$ cat src/core/dpc_pkg.sv
// Package: offsets, fields, codes and timing of the DMA port configuration block
package dpc_pkg;
	// Register byte offsets
	localparam logic [7:0]  CNT_OFS  = 8'h34;
	localparam logic [7:0]  CFG_OFS  = 8'h38;
	localparam logic [7:0]  HW_OFS   = 8'h3C;
	// Configuration register fields
	localparam int          ATA_BIT  = 13;
	localparam int          MT_LSB   = 11;
	localparam int          PIO_LSB  = 8;
	localparam int          DIS_BIT  = 7;
	localparam int          MAP_LSB  = 2;
	localparam int          WID_BIT  = 0;
	localparam logic [15:0] CFG_RST  = 16'h0001;
	localparam logic [15:0] CFG_MASK = 16'h3F8D;
	// Mode control register fields
	localparam int          MST_BIT  = 4;
	localparam int          DIR_BIT  = 0;
	localparam logic [7:0]  HW_RST   = 8'h00;
	localparam logic [7:0]  HW_MASK  = 8'h11;
	localparam logic [31:0] CNT_RST  = 32'h0000_0000;
	// Field codes
	localparam logic [1:0]  MAP_STD   = 2'h0;
	localparam logic [1:0]  MAP_RDACK = 2'h1;
	localparam logic [1:0]  MT_PROG   = 2'h3;
	localparam logic [2:0]  PIO_TOP   = 3'h4;
	// Strobe times in ns per timing mode
	localparam int          CLK_NS   = 50;
	localparam int          MSTR_NS [3] = '{200, 150, 100};
	localparam int          PIO_NS  [5] = '{400, 300, 250, 200, 150};

	// Least time to whole cycles, never under one
	function automatic logic [7:0] ns2cyc(input int ns);
		int c;
		c = (ns + CLK_NS - 1) / CLK_NS;
		return (c < 1) ? 8'h01 : c[7:0];
	endfunction

	// Handshake line chosen for the data strobe
	typedef enum logic [1:0] {STB_READ, STB_WRITE, STB_ACK} dpc_stb_t;

	// Decoded configuration fields
	typedef struct packed {
		logic       ata;
		logic [1:0] mt;
		logic [2:0] pio;
		logic       dis;
		logic [1:0] map;
		logic       w16;
	} dpc_cfg_t;
endpackage

$ cat src/core/dpc_buf2.sv
// Small valid/ready FIFO on the inbound data path
`timescale 1ns/1ns
`default_nettype none
module dpc_buf2 #(
	parameter int W     = 16,
	parameter int DEPTH = 2
) (
	// Clock and reset
	input  wire logic         clk_i,
	input  wire logic         rst_i,
	// Fill side
	input  wire logic [W-1:0] in_data_i,
	input  wire logic         in_valid_i,
	output logic              in_ready_o,
	// Drain side
	output logic [W-1:0]      out_data_o,
	output logic              out_valid_o,
	input  wire logic         out_ready_i
);
	localparam int AW = (DEPTH > 1) ? $clog2(DEPTH) : 1;

	// Refuse shapes the pointers cannot serve
	if (DEPTH < 2 || (DEPTH & (DEPTH - 1)) != 0 || W < 1) begin : g_chk
		$error("dpc_buf2: DEPTH must be a power of two of at least 2");
	end

	logic [W-1:0] mem_ff [DEPTH];
	logic [AW-1:0] wr_ff;
	logic [AW-1:0] rd_ff;
	logic [AW:0]   cnt_ff;
	logic          push;
	logic          pop;

	// Handshakes and honest full/empty
	assign in_ready_o  = (cnt_ff != DEPTH[AW:0]);
	assign out_valid_o = (cnt_ff != '0);
	assign out_data_o  = mem_ff[rd_ff];
	assign push        = in_valid_i & in_ready_o;
	assign pop         = out_valid_o & out_ready_i;

	// Storage
	always_ff @(posedge clk_i) begin
		if (push) begin
			mem_ff[wr_ff] <= in_data_i;
		end
	end

	// Pointers and fill count
	always_ff @(posedge clk_i) begin
		if (rst_i) begin
			wr_ff  <= '0;
			rd_ff  <= '0;
			cnt_ff <= '0;
		end else begin
			if (push) begin
				wr_ff <= wr_ff + 1'b1;
			end
			if (pop) begin
				rd_ff <= rd_ff + 1'b1;
			end
			if (push & ~pop) begin
				cnt_ff <= cnt_ff + 1'b1;
			end else if (pop & ~push) begin
				cnt_ff <= cnt_ff - 1'b1;
			end
		end
	end
endmodule
`default_nettype wire

$ cat src/core/dpc_core.sv
// DMA port configuration, transfer byte counter and handshake engine
//
// The APB slave port was decided locally.
`timescale 1ns/1ns
`default_nettype none
module dpc_core #(
	parameter int DW = 16
) (
	// Clock and reset
	input  wire logic          SYS_CLK_I,
	input  wire logic          RST_I,
	// APB slave
	input  wire logic          PSEL_I,
	input  wire logic          PENABLE_I,
	input  wire logic          PWRITE_I,
	input  wire logic [7:0]    PADDR_I,
	input  wire logic [31:0]   PWDATA_I,
	input  wire logic [3:0]    PSTRB_I,
	output logic [31:0]        PRDATA_O,
	output logic               PREADY_O,
	output logic               PSLVERR_O,
	// Command side
	input  wire logic          PIO_ACTIVE_I,
	input  wire logic [7:0]    STROBE_CYC_I,
	output logic               DISK_PROTOCOL_SELECT_O,
	output logic [2:0]         PROGRAMMED_IO_TIMING_SELECT_O,
	output logic               WIDTH16_O,
	// DMA pins, slave-mode strobes in
	input  wire logic          DEVICE_READ_STROBE_I,
	input  wire logic          DEVICE_WRITE_STROBE_I,
	input  wire logic          DMA_ACKNOWLEDGE_I,
	// DMA pins, master-mode strobes out
	output logic               DEVICE_READ_STROBE_O,
	output logic               DEVICE_WRITE_STROBE_O,
	output logic               DMA_ACKNOWLEDGE_O,
	// DMA request pin
	output logic               DMA_REQUEST_O,
	output logic               DMA_REQUEST_OE_N_O,
	// DMA data pins
	input  wire logic [DW-1:0] DATA_I,
	output logic [DW-1:0]      DATA_O,
	output logic               DATA_OE_N_O,
	// Inbound stream to the endpoint side
	output logic [DW-1:0]      RX_DATA_O,
	output logic               RX_VALID_O,
	input  wire logic          RX_READY_I,
	// Outbound stream from the endpoint side
	input  wire logic [DW-1:0] TX_DATA_I,
	input  wire logic          TX_VALID_I,
	output logic               TX_READY_O
);
	// Width check
	if (DW != 16) begin : g_chk
		$error("dpc_core: DW must be 16");
	end

	typedef enum {M_IDLE, M_STROBE, M_RECOV} dpc_mst_t;

	logic [15:0]         cfg_ff;
	logic [7:0]          hw_ff;
	logic [31:0]         cnt_ff;
	logic [31:0]         nxt_cnt;
	logic [31:0]         prdata_ff;
	logic [31:0]         rd_val;
	logic [31:0]         wmask;
	logic [DW+2:0]       sync1_ff;
	logic [DW+2:0]       sync2_ff;
	logic [DW-1:0]       dout_ff;
	logic [DW-1:0]       rx_word;
	logic [7:0]          tmr_ff;
	logic [7:0]          stb_len;
	logic [7:0]          step;
	logic                cfg_seen_ff;
	logic                stb_prev_ff;
	logic                req_ff;
	logic                mst;
	logic                inbound;
	logic                apb_acc;
	logic                apb_hit;
	logic                cfg_wr;
	logic                hw_wr;
	logic                cnt_wr;
	logic                cnt_en;
	logic                run;
	logic                w16_eff;
	logic                src_ok;
	logic                stb_lvl;
	logic                xfer;
	logic                buf_in_ready;
	logic                mend_ff;
	logic                mtake_ff;
	dpc_mst_t            st_ff;
	dpc_pkg::dpc_cfg_t   cfg;
	dpc_pkg::dpc_stb_t   stb_sel;

	// Strobe line that carries data for the mapping, mode and direction
	function automatic dpc_pkg::dpc_stb_t sel_stb(input logic [1:0] map, input logic m, input logic inb);
		if (map == dpc_pkg::MAP_STD) begin
			return (m == inb) ? dpc_pkg::STB_READ : dpc_pkg::STB_WRITE;
		end else if (map == dpc_pkg::MAP_RDACK) begin
			if (inb) begin
				return m ? dpc_pkg::STB_READ : dpc_pkg::STB_ACK;
			end
			return m ? dpc_pkg::STB_ACK : dpc_pkg::STB_READ;
		end
		return dpc_pkg::STB_ACK;
	endfunction

	// Byte-lane write mask from the strobes
	function automatic logic [31:0] lane_mask(input logic [3:0] strb);
		logic [31:0] m;
		m = '0;
		for (int i = 0; i < 4; i++) begin
			m[i*8 +: 8] = {8{strb[i]}};
		end
		return m;
	endfunction

	// Field decode
	always_comb begin
		cfg.ata = cfg_ff[dpc_pkg::ATA_BIT];
		cfg.mt  = cfg_ff[dpc_pkg::MT_LSB +: 2];
		cfg.pio = cfg_ff[dpc_pkg::PIO_LSB +: 3];
		cfg.dis = cfg_ff[dpc_pkg::DIS_BIT];
		cfg.map = cfg_ff[dpc_pkg::MAP_LSB +: 2];
		cfg.w16 = cfg_ff[dpc_pkg::WID_BIT];
	end

	// Mode and gating terms
	assign mst     = hw_ff[dpc_pkg::MST_BIT];
	assign inbound = ~hw_ff[dpc_pkg::DIR_BIT];
	assign cnt_en  = mst | ~cfg.dis;
	assign run     = ~cnt_en | (cnt_ff != dpc_pkg::CNT_RST);
	assign w16_eff = cfg.w16 | PIO_ACTIVE_I;
	assign step    = w16_eff ? 8'h02 : 8'h01;
	assign src_ok  = inbound ? buf_in_ready : TX_VALID_I;
	assign stb_sel = sel_stb(cfg.map, mst, inbound);
	assign stb_lvl = sync2_ff[stb_sel];

	// Status towards the command side
	assign DISK_PROTOCOL_SELECT_O        = cfg.ata;
	assign PROGRAMMED_IO_TIMING_SELECT_O = cfg.pio;
	assign WIDTH16_O                     = cfg.w16;

	// APB decode, zero wait states
	assign apb_acc   = PSEL_I & PENABLE_I;
	assign apb_hit   = (PADDR_I == dpc_pkg::CNT_OFS) | (PADDR_I == dpc_pkg::CFG_OFS) | (PADDR_I == dpc_pkg::HW_OFS);
	assign PREADY_O  = 1'b1;
	assign PSLVERR_O = apb_acc & ~apb_hit;
	assign PRDATA_O  = prdata_ff;
	assign wmask     = lane_mask(PSTRB_I);
	assign cfg_wr    = apb_acc & PWRITE_I & (PADDR_I == dpc_pkg::CFG_OFS);
	assign hw_wr     = apb_acc & PWRITE_I & (PADDR_I == dpc_pkg::HW_OFS);
	assign cnt_wr    = apb_acc & PWRITE_I & (PADDR_I == dpc_pkg::CNT_OFS);

	// Read mux, reserved bits as zero
	always_comb begin
		rd_val = '0;
		if (PADDR_I == dpc_pkg::CNT_OFS) begin
			rd_val = cnt_ff;
		end else if (PADDR_I == dpc_pkg::CFG_OFS) begin
			rd_val[15:0] = cfg_ff & dpc_pkg::CFG_MASK;
		end else if (PADDR_I == dpc_pkg::HW_OFS) begin
			rd_val[7:0] = hw_ff;
		end
	end

	// Read data captured in the setup cycle
	always_ff @(posedge SYS_CLK_I) begin
		if (RST_I) begin
			prdata_ff <= '0;
		end else if (PSEL_I & ~PENABLE_I) begin
			prdata_ff <= rd_val;
		end
	end

	// Configuration register, reserved bits kept at zero
	always_ff @(posedge SYS_CLK_I) begin
		if (RST_I) begin
			cfg_ff <= dpc_pkg::CFG_RST;
		end else if (cfg_wr) begin
			cfg_ff <= (cfg_ff & ~(wmask[15:0] & dpc_pkg::CFG_MASK)) | (PWDATA_I[15:0] & wmask[15:0] & dpc_pkg::CFG_MASK);
		end
	end

	// Mode control register
	always_ff @(posedge SYS_CLK_I) begin
		if (RST_I) begin
			hw_ff <= dpc_pkg::HW_RST;
		end else if (hw_wr & PSTRB_I[0]) begin
			hw_ff <= PWDATA_I[7:0] & dpc_pkg::HW_MASK;
		end
	end

	// First configuration write unlocks the request pin
	always_ff @(posedge SYS_CLK_I) begin
		if (RST_I) begin
			cfg_seen_ff <= 1'b0;
		end else if (cfg_wr) begin
			cfg_seen_ff <= 1'b1;
		end
	end

	// Counter next value: lane writes win over the decrement
	always_comb begin
		nxt_cnt = cnt_ff;
		if (xfer) begin
			if (cnt_en && cnt_ff < {24'h00_0000, step}) begin
				nxt_cnt = dpc_pkg::CNT_RST;
			end else begin
				nxt_cnt = cnt_ff - {24'h00_0000, step};
			end
		end
		if (cnt_wr) begin
			nxt_cnt = (nxt_cnt & ~wmask) | (PWDATA_I & wmask);
		end
	end

	// Transfer byte counter
	always_ff @(posedge SYS_CLK_I) begin
		if (RST_I) begin
			cnt_ff <= dpc_pkg::CNT_RST;
		end else begin
			cnt_ff <= nxt_cnt;
		end
	end

	// Two-stage synchroniser for pin strobes and data
	always_ff @(posedge SYS_CLK_I) begin
		if (RST_I) begin
			sync1_ff <= '0;
			sync2_ff <= '0;
		end else begin
			sync1_ff <= {DATA_I, DMA_ACKNOWLEDGE_I, DEVICE_WRITE_STROBE_I, DEVICE_READ_STROBE_I};
			sync2_ff <= sync1_ff;
		end
	end

	// Edge history of the chosen strobe
	always_ff @(posedge SYS_CLK_I) begin
		if (RST_I) begin
			stb_prev_ff <= 1'b0;
		end else begin
			stb_prev_ff <= stb_lvl;
		end
	end

	// Strobe length per timing mode
	always_comb begin
		if (PIO_ACTIVE_I) begin
			stb_len = dpc_pkg::ns2cyc(dpc_pkg::PIO_NS[(cfg.pio > dpc_pkg::PIO_TOP) ? 3'h0 : cfg.pio]);
		end else if (cfg.mt == dpc_pkg::MT_PROG) begin
			stb_len = (STROBE_CYC_I == 8'h00) ? 8'h01 : STROBE_CYC_I;
		end else begin
			stb_len = dpc_pkg::ns2cyc(dpc_pkg::MSTR_NS[cfg.mt]);
		end
	end

	// Master-mode strobe sequencer
	always_ff @(posedge SYS_CLK_I) begin
		if (RST_I) begin
			st_ff  <= M_IDLE;
			tmr_ff <= 8'h00;
		end else begin
			unique case (st_ff)
				M_IDLE: begin
					if (mst & run & src_ok & ~mend_ff & ~mtake_ff) begin
						st_ff  <= M_STROBE;
						tmr_ff <= stb_len;
					end
				end
				M_STROBE: begin
					if (tmr_ff == 8'h01) begin
						st_ff  <= M_RECOV;
						tmr_ff <= stb_len;
					end else begin
						tmr_ff <= tmr_ff - 8'h01;
					end
				end
				M_RECOV: begin
					if (tmr_ff == 8'h01) begin
						st_ff <= M_IDLE;
					end else begin
						tmr_ff <= tmr_ff - 8'h01;
					end
				end
			endcase
		end
	end

	// Inbound master word waits two edges so its data has cleared the synchroniser
	always_ff @(posedge SYS_CLK_I) begin
		if (RST_I) begin
			mend_ff  <= 1'b0;
			mtake_ff <= 1'b0;
		end else begin
			mend_ff  <= mst & inbound & (st_ff == M_STROBE) & (tmr_ff == 8'h01) & buf_in_ready;
			mtake_ff <= mend_ff;
		end
	end

	// One word moved: end of master strobe, or slave strobe edge
	always_comb begin
		if (mst) begin
			xfer = inbound ? mtake_ff : ((st_ff == M_STROBE) && (tmr_ff == 8'h01) && TX_VALID_I);
		end else if (inbound) begin
			xfer = run & stb_lvl & ~stb_prev_ff & buf_in_ready;
		end else begin
			xfer = run & ~stb_lvl & stb_prev_ff & TX_VALID_I;
		end
	end

	// Master strobes on the mapped line
	assign DEVICE_READ_STROBE_O  = (st_ff == M_STROBE) && (stb_sel == dpc_pkg::STB_READ);
	assign DEVICE_WRITE_STROBE_O = (st_ff == M_STROBE) && (stb_sel == dpc_pkg::STB_WRITE);
	assign DMA_ACKNOWLEDGE_O     = (st_ff == M_STROBE) && (stb_sel == dpc_pkg::STB_ACK);

	// Slave request, held undriven until configured
	always_ff @(posedge SYS_CLK_I) begin
		if (RST_I) begin
			req_ff <= 1'b0;
		end else begin
			req_ff <= ~mst & run & src_ok & cfg_seen_ff;
		end
	end
	assign DMA_REQUEST_O      = req_ff;
	assign DMA_REQUEST_OE_N_O = ~cfg_seen_ff;

	// Outbound data register and drive window
	always_ff @(posedge SYS_CLK_I) begin
		if (RST_I) begin
			dout_ff <= '0;
		end else begin
			dout_ff <= w16_eff ? TX_DATA_I : {8'h00, TX_DATA_I[7:0]};
		end
	end
	assign DATA_O      = dout_ff;
	assign DATA_OE_N_O = ~(~inbound & (mst ? (st_ff == M_STROBE) : stb_lvl));
	assign TX_READY_O  = xfer & ~inbound;

	// Inbound word, low byte only on an 8-bit bus
	assign rx_word = w16_eff ? sync2_ff[DW+2:3] : {8'h00, sync2_ff[10:3]};

	// Two-entry buffer towards the endpoint side
	dpc_buf2 #(
		.W     (DW),
		.DEPTH (2)
	) u_buf (
		.clk_i       (SYS_CLK_I),
		.rst_i       (RST_I),
		.in_data_i   (rx_word),
		.in_valid_i  (xfer & inbound),
		.in_ready_o  (buf_in_ready),
		.out_data_o  (RX_DATA_O),
		.out_valid_o (RX_VALID_O),
		.out_ready_i (RX_READY_I)
	);
endmodule
`default_nettype wire

$ cat config.mk
export PLATFORM = sky130hd
export DESIGN_NAME = dpc_core
export DESIGN_NICKNAME = d
export VERILOG_FILES = /design/src/core/dpc_pkg.sv /design/src/core/dpc_buf2.sv /design/src/core/dpc_core.sv
export SDC_FILE = /design/constraint.sdc
export NUM_CORES = 1
export LEC_CHECK = 0
export ABC_AREA = 0
export BUFFER_PORTS_ARGS = -buffer_cell sky130_fd_sc_hd__buf_2
export CORE_MARGIN = 10
export CORE_UTILIZATION = 40
export CTS_BUF_LIST = sky130_fd_sc_hd__clkbuf_8
export CTS_CLUSTER_SIZE = 30
export DETAILED_ROUTE_END_ITERATION = 7
export PLACE_DENSITY = 0.72
export SETUP_SLACK_MARGIN = 0.02
export SLEW_MARGIN = 20
export SYNTH_ARGS = -nofsm -noshare
export SYNTH_HDL_FRONTEND = slang
export SYNTH_SLANG_ARGS = --single-unit
$ cat constraint.sdc
create_clock -name SYS_CLK_I -period 5 [get_ports SYS_CLK_I]
set_clock_uncertainty 0.05 [all_clocks]
set_input_delay 0 -clock SYS_CLK_I [delete_from_list [all_inputs] [get_ports SYS_CLK_I]]
set_output_delay 0 -clock SYS_CLK_I [all_outputs]
set_load 0.03 [all_outputs]
== Word level (Yosys, flattened, before mapping) ==
Memories as Yosys holds them, arrays and structs flattened. A register that Yosys moved wholly into a read port is not among the register bits.
Cells that the tools add are included.

* Output and inout bits: 79
* Input port bits: 95
* Latch bits: 0
* Memories: 2
* Register bits after elaboration: 185
* ROM bits: 256
* Word-level logic and storage cells: 189
* Memory bits (writable): 32

{| class="wikitable"
|+ Memory list
! name !! depth !! bits a word !! rd ports !! clocked after memory_dff !! write ports !! RTL line !! source
|-
| (name not given) || 8 || 32 || 1 || 0 || 0 || dpc_core.sv:251 || <nowiki>stb_len = dpc_pkg::ns2cyc(dpc_pkg::PIO_NS[(cfg.pio > dpc_pkg::PIO_TOP) ? 3'h0 : cfg.pio]);</nowiki>
|-
| u_buf.mem_ff || 2 || 16 || 1 || 1 || 1 || dpc_buf2.sv:27 || <nowiki>logic [W-1:0] mem_ff [DEPTH];</nowiki>
|}

* Bitwise gates (word level): 62
* Muxes and demuxes: 55
* $mul: 0
* Shifts and indexed selects: 0
* Reduce and logical (&&, ||, !) cells: 16
* Order comparisons: 7
* Add/subtract/negate cells: 10
* Div/mod/pow operators: 2
* Equal/unequal tests: 17

{| class="wikitable"
|+ Operators with widths
! kind !! number
|-
| 32-bit two-way mux || 10
|-
| 32-bit case mux with 3 select lines || 1
|-
| 8-bit two-way mux || 9
|-
| 32-bit by 7-bit adder with 32-bit output (second input constant) || 2
|-
| 32-bit bitwise AND || 2
|-
| 32-bit binary-select mux with 2-bit select || 1
|-
| 32-bit by 7-bit divider with 32-bit output (second input constant) || 2
|-
| 32-bit by 2-bit equality test with 1-bit output (second input constant) || 2
|-
| 32-bit by 2-bit less-than comparator with 1-bit output (second input constant) || 2
|-
| 32-bit by 2-bit subtractor with 32-bit output (second input constant) || 2
|-
| 16-bit two-way mux || 3
|-
| 1-bit bitwise AND || 32
|-
| 32-bit by 1-bit equality test with 1-bit output (second input constant) || 1
|-
| 32-bit logical NOT || 1
|-
| 32-bit by 2-bit less-than comparator with 1-bit output || 1
|-
| 32-bit NOT || 1
|-
| 32-bit OR || 1
|-
| 32-bit nonzero test || 1
|-
| 32-bit by 2-bit subtractor with 32-bit output || 1
|-
| 8-bit by 6-bit equality test with 1-bit output (second input constant) || 3
|-
| 8-bit case mux with 3 select lines || 1
|-
| 2-bit two-way mux || 10
|-
| 16-bit bitwise AND || 1
|-
| 1-bit two-way mux || 16
|-
| 31 further kinds || 63
|}

== Logic depth before layout (Yosys ltp) ==
* Depth in word-level cells: 21
* Gate-level depth with buffers: 17
* Depth with buffers taken out: 16

== Cells and area by module ==
From an unflattened synthesis, not the netlist that was laid out.

* Cell total of the unflattened synthesis: 924
* Area, all modules: 8,563.2 um^2

{| class="wikitable"
|+ By module, submodules not included
! module !! times used !! seq. area each (um^2) !! cells an instance !! area each (um^2)
|-
| dpc_core || 1 || 2,902.8 || 850 || 7,186.9
|-
| dpc_buf2 || 1 || 1,061.0 || 74 || 1,376.3
|}

== Least setup slack after synthesis ==
Ideal clock, no wire load.

* Path kind: reg-to-reg
* Start: register (tool-made name)
* End: register tmr_ff[0]
* Clock period less this slack: 3.887 ns
* Setup time: 0.130 ns
* Setup slack: 1.113 ns
* Arrival: 3.708 ns
* Cell stages (with the launch flop): 18
* Data required time: 4.820 ns
* Path buffers: 1
* Path through: dfxtp_1 clkbuf_1 nor2b_1 inv_1 ha_1 nand2b_1 ha_1 nand2b_1 a21oi_1 o31ai_1 nor2_1 xor2_1 ha_1 nor4b_1 a2111o_1 a21oi_1 a211oi_1 o32ai_1

{| class="wikitable"
|+ RTL lines
! what !! RTL line !! source
|-
| to (signal assigned) || dpc_core.sv:269 || <nowiki>tmr_ff <= stb_len;</nowiki>
|-
| to (signal assigned) || dpc_core.sv:275 || <nowiki>tmr_ff <= stb_len;</nowiki>
|-
| to (signal assigned) || dpc_core.sv:277 || <nowiki>tmr_ff <= tmr_ff - 8'h01;</nowiki>
|-
| to (decl) || dpc_core.sv:70 || <nowiki>logic [7:0] tmr_ff;</nowiki>
|}

==> impl_metrics.yaml <==
yosys:
  synth_sequential_area_ratio: 0.480
  postSynthNetCount: 990
  ys_ff_latch: 182
  netlist_instances: 874
  synth-edff-count: 32
  synth_async_sr_flop_share: 0
  yosys_warnings: 0
  synth_top_flop_cell: "dfxtp_1"
  cell_area_after_technology_mapping_um2: 8250
  synth.lib_cells_used.distinct: 77
  synthesis.area_per_instance_um2: 9.44
final_layout:
  post-route-cell-area_um2: 10800
  layout-drive-gt1-share: 0.217
  number_of_standard_cells_in_the_layout_taps_in_and_fillers_out: 1418
  flow.area_growth_from_synthesis_pct: 31.1
  fin_util: 0.534
  final_net_count: 1249
  final_cell_mix: "buf_2, dfxtp_1, dlygate4sd3_1"
  mostFrequentLayoutCell: "buf_2"
timing:
  min_cycle_time_layout_ps: 4390
  setup_repair_after_global_routing_missed_its_margin: "false"
  max_freq_mhz: 228
  hold_violations: 0
  slew_headroom: 0.346
  timing_max_transition_violations_final: 0
  timing.final.crit_share: 0.878
  worst_pin_slew_ps: 973
  setup_viol: 0
  finalHoldWorstSlack_ps: 24.2
  worst_path_setup_slack_after_routing_ps: 612
  fin_tns_setup_ps: 0
routing:
  ant_nets: 0
  finalWirelength_um: 23400
  num_vias: 7278
  number_of_iterations_in_the_first_detailed_routing_pass: 5
  drtIter0Drc: 491
  vias_per_cell: 5.13
  routed_wire_length_per_instance_um: 16.5
  drc_errors: 0
die:
  floorplan.io_pins: 174
  fp.dieArea_um2: 26800
  die_extent_in_y_um: 164
  die_x_um: 164
  number_of_cell_rows: 52
  initial_utilization: 0.408
  core_region_area_um2: 20200
power:
  ratio_of_total_power_to_cell_area_nw_per_um2: 481
  switching_power_mw: 2.05
  power_frac_clock: 0.192
  p_seq_frac: 0.366
  p_leak_nw: 4.36
  p_sw_frac: 0.395
  power.internal_mw: 3.14
  total_power_mw: 5.20
  relative_contribution_of_combinational_cells_to_total_power: 0.442
  peakVddDrop_mv: 0.403
setup_path:
  worst_setup_path_end_kind: "flip-flop"
  critPathKind: "flip-flop to flip-flop"
  minimum_setup_slack_among_reg_to_reg_paths_ps: 610
  ff_to_ff_end: "tmr_ff[0]"
  nature_of_the_critical_path_startpoint: "flip-flop"
  worst_r2r_path_depth: 16
  critical-path-top-delay-family: "compound AO/OA/AOI/OAI gates"
  worst-endpoint-required_ps: 5280
  path_buf_inv: 1
  critical-path-slowest-cell: "dfxtp_1"
  max_stage_delay_ps: 730
  cp_data_arrival_time_ps: 4670
  cp_common_cell: "ha_1"
  peak_fanout_along_the_critical_path: 20
  cp_cell_sequence: "inv_1 -> nand2_2 -> ha_1 -> nand2b_1 -> ha_1 -> nand2b_1 -> a21oi_1 -> o31ai_1 -> nor2_1 -> xor2_1 -> ha_1 -> nor4b_1 -> a2111o_1 -> a21oi_1 -> a211oi_1 -> o32ai_1"
clock_tree:
  clk_latency_ps: 460
  post_cts_hold_buffer_count: 107
  post-cts-setup-buffer-count: 0
  cts_resized: 0
  clk_transition_reported_paths_ps: 100
  cts_buffer_depth: 2
  tritoncts_num_sinks: 182
  cts.htree.levels: 4
  cts_made_buffers: 17
  tritoncts: "yes"
  clock_tree.root_cell: "clkbuf_8"
placement:
  hpwlAfterDp_um: 16400
  routabilityCongestion: 0.865
  placement.cell_area_um2: 9330
  io_buffers: 172
  pre_cts_slack_ps: 651
  place.detailed.instances: 1277
grt:
  grt_max_degree: 63
  gr-max-usage-layer: "met2"
  grt_use_met1: 0.208
  antenna_found_initial: 1
  grt_pass1_wl_um: 37300
  via_count_of_the_first_global_routing_pass: 7246
  grt.overflow.total: 0
  grt_use_met3: 0.0385
  grt_use_total: 0.172
  grt_util_met2: 0.288
run:
  max_cap_viol_count: 0
run_status:
  result_of_the_run: "finished, final reports clean"
worst_hold_path:
  timing.hold.worst_endpoint: "hw_ff[4]"
  hold_path.startpoint: "PSTRB_I[0]"
  worstHoldPathCells: 5
  min-delay-path-class: "input pin to flip-flop"
[flip-flops by register name (all words and copies together) (netlist names), named ones only]
name / count
PRDATA_O: 32
cnt_ff: 32
u_buf.mem_ff: 32
sync1_ff: 19
sync2_ff: 19
DATA_O: 16
tmr_ff: 8
hw_ff: 2
st_ff: 2
u_buf.cnt_ff: 2
DMA_REQUEST_O: 1
cfg_seen_ff: 1
mend_ff: 1
mtake_ff: 1
stb_prev_ff: 1
u_buf.rd_ff: 1
u_buf.wr_ff: 1
[how the worst max path moves through the flow]
stage	end	slack, ps	depth (start not counted)
6_report	tmr_ff[0]	610	16
5_1_grt	tmr_ff[0]	240	16
4_1_cts	tmr_ff[0]	620	16
3_5_place_dp	tmr_ff[0]	650	16
3_3_place_gp	tmr_ff[0]	750	16
2_1_floorplan	tmr_ff[0]	1110	17
[synthesized netlist by cell type, types with 13 or more instances]
master	count	share of area
nor2_1	90	0.041
a211oi_1	13	0.012
inv_1	24	0.011
edfxtp_1	32	0.12
o21ai_0	31	0.019
nor2b_1	67	0.051
nand2_1	62	0.028
clkbuf_1	35	0.016
a22o_1	17	0.018
dfxtp_1	150	0.36
nor3_1	29	0.018
xnor2_1	18	0.019
xor2_1	19	0.020
ha_1	20	0.030
mux2_2	16	0.022
nand3_1	38	0.023
a21oi_1	42	0.025
[worst min-delay path, delay by kind of cell]
kind                   cells  cell delay, ps
AND/OR/NAND/NOR            3             250
multiplexers               1             120
buffers and inverters      1             130
[power groups by stage]
stage	logic [mW]	registers (mW)	clock network [mW]
after global routing	2.52	1.93	1.08
after global placement	2.06	1.93	0
after floorplan	1.65	1.90	0
after CTS	2.28	1.90	1.02
after detailed placement	2.08	1.93	0
final	2.30	1.90	0.998
[per-layer routing]
metal	vias up	wire, um
met3	43	1230
met5	-	0
met1	3432	10000
met4	0	601
li1	3592	-
met2	211	11500
[kinds of logic after synthesis]
kind of cell,after synthesis,share of synthesized area
compound gates,155,0.132
buf+inv,74,0.0375
fa+ha+maj,21,0.0328
xor+xnor,37,0.0393
flops,182,0.480
other cells,1,0.000455
mux,28,0.0364
simple gates,376,0.241
[area by class of cell]
| type | instances | area, um2 |
|---|---|---|
| Antenna cell | 2 | 5.00 |
| Clock buffer | 17 | 234 |
| Clock inverter | 15 | 165 |
| Fill cell | 1836 | 9420 |
| Inverter | 24 | 90.1 |
| Multi-Input combinational cell | 618 | 4000 |
| Sequential cell | 182 | 3960 |
| Tap cell | 270 | 338 |
| Timing Repair Buffer | 290 | 2020 |
Power figures use the tool's default switching activity.
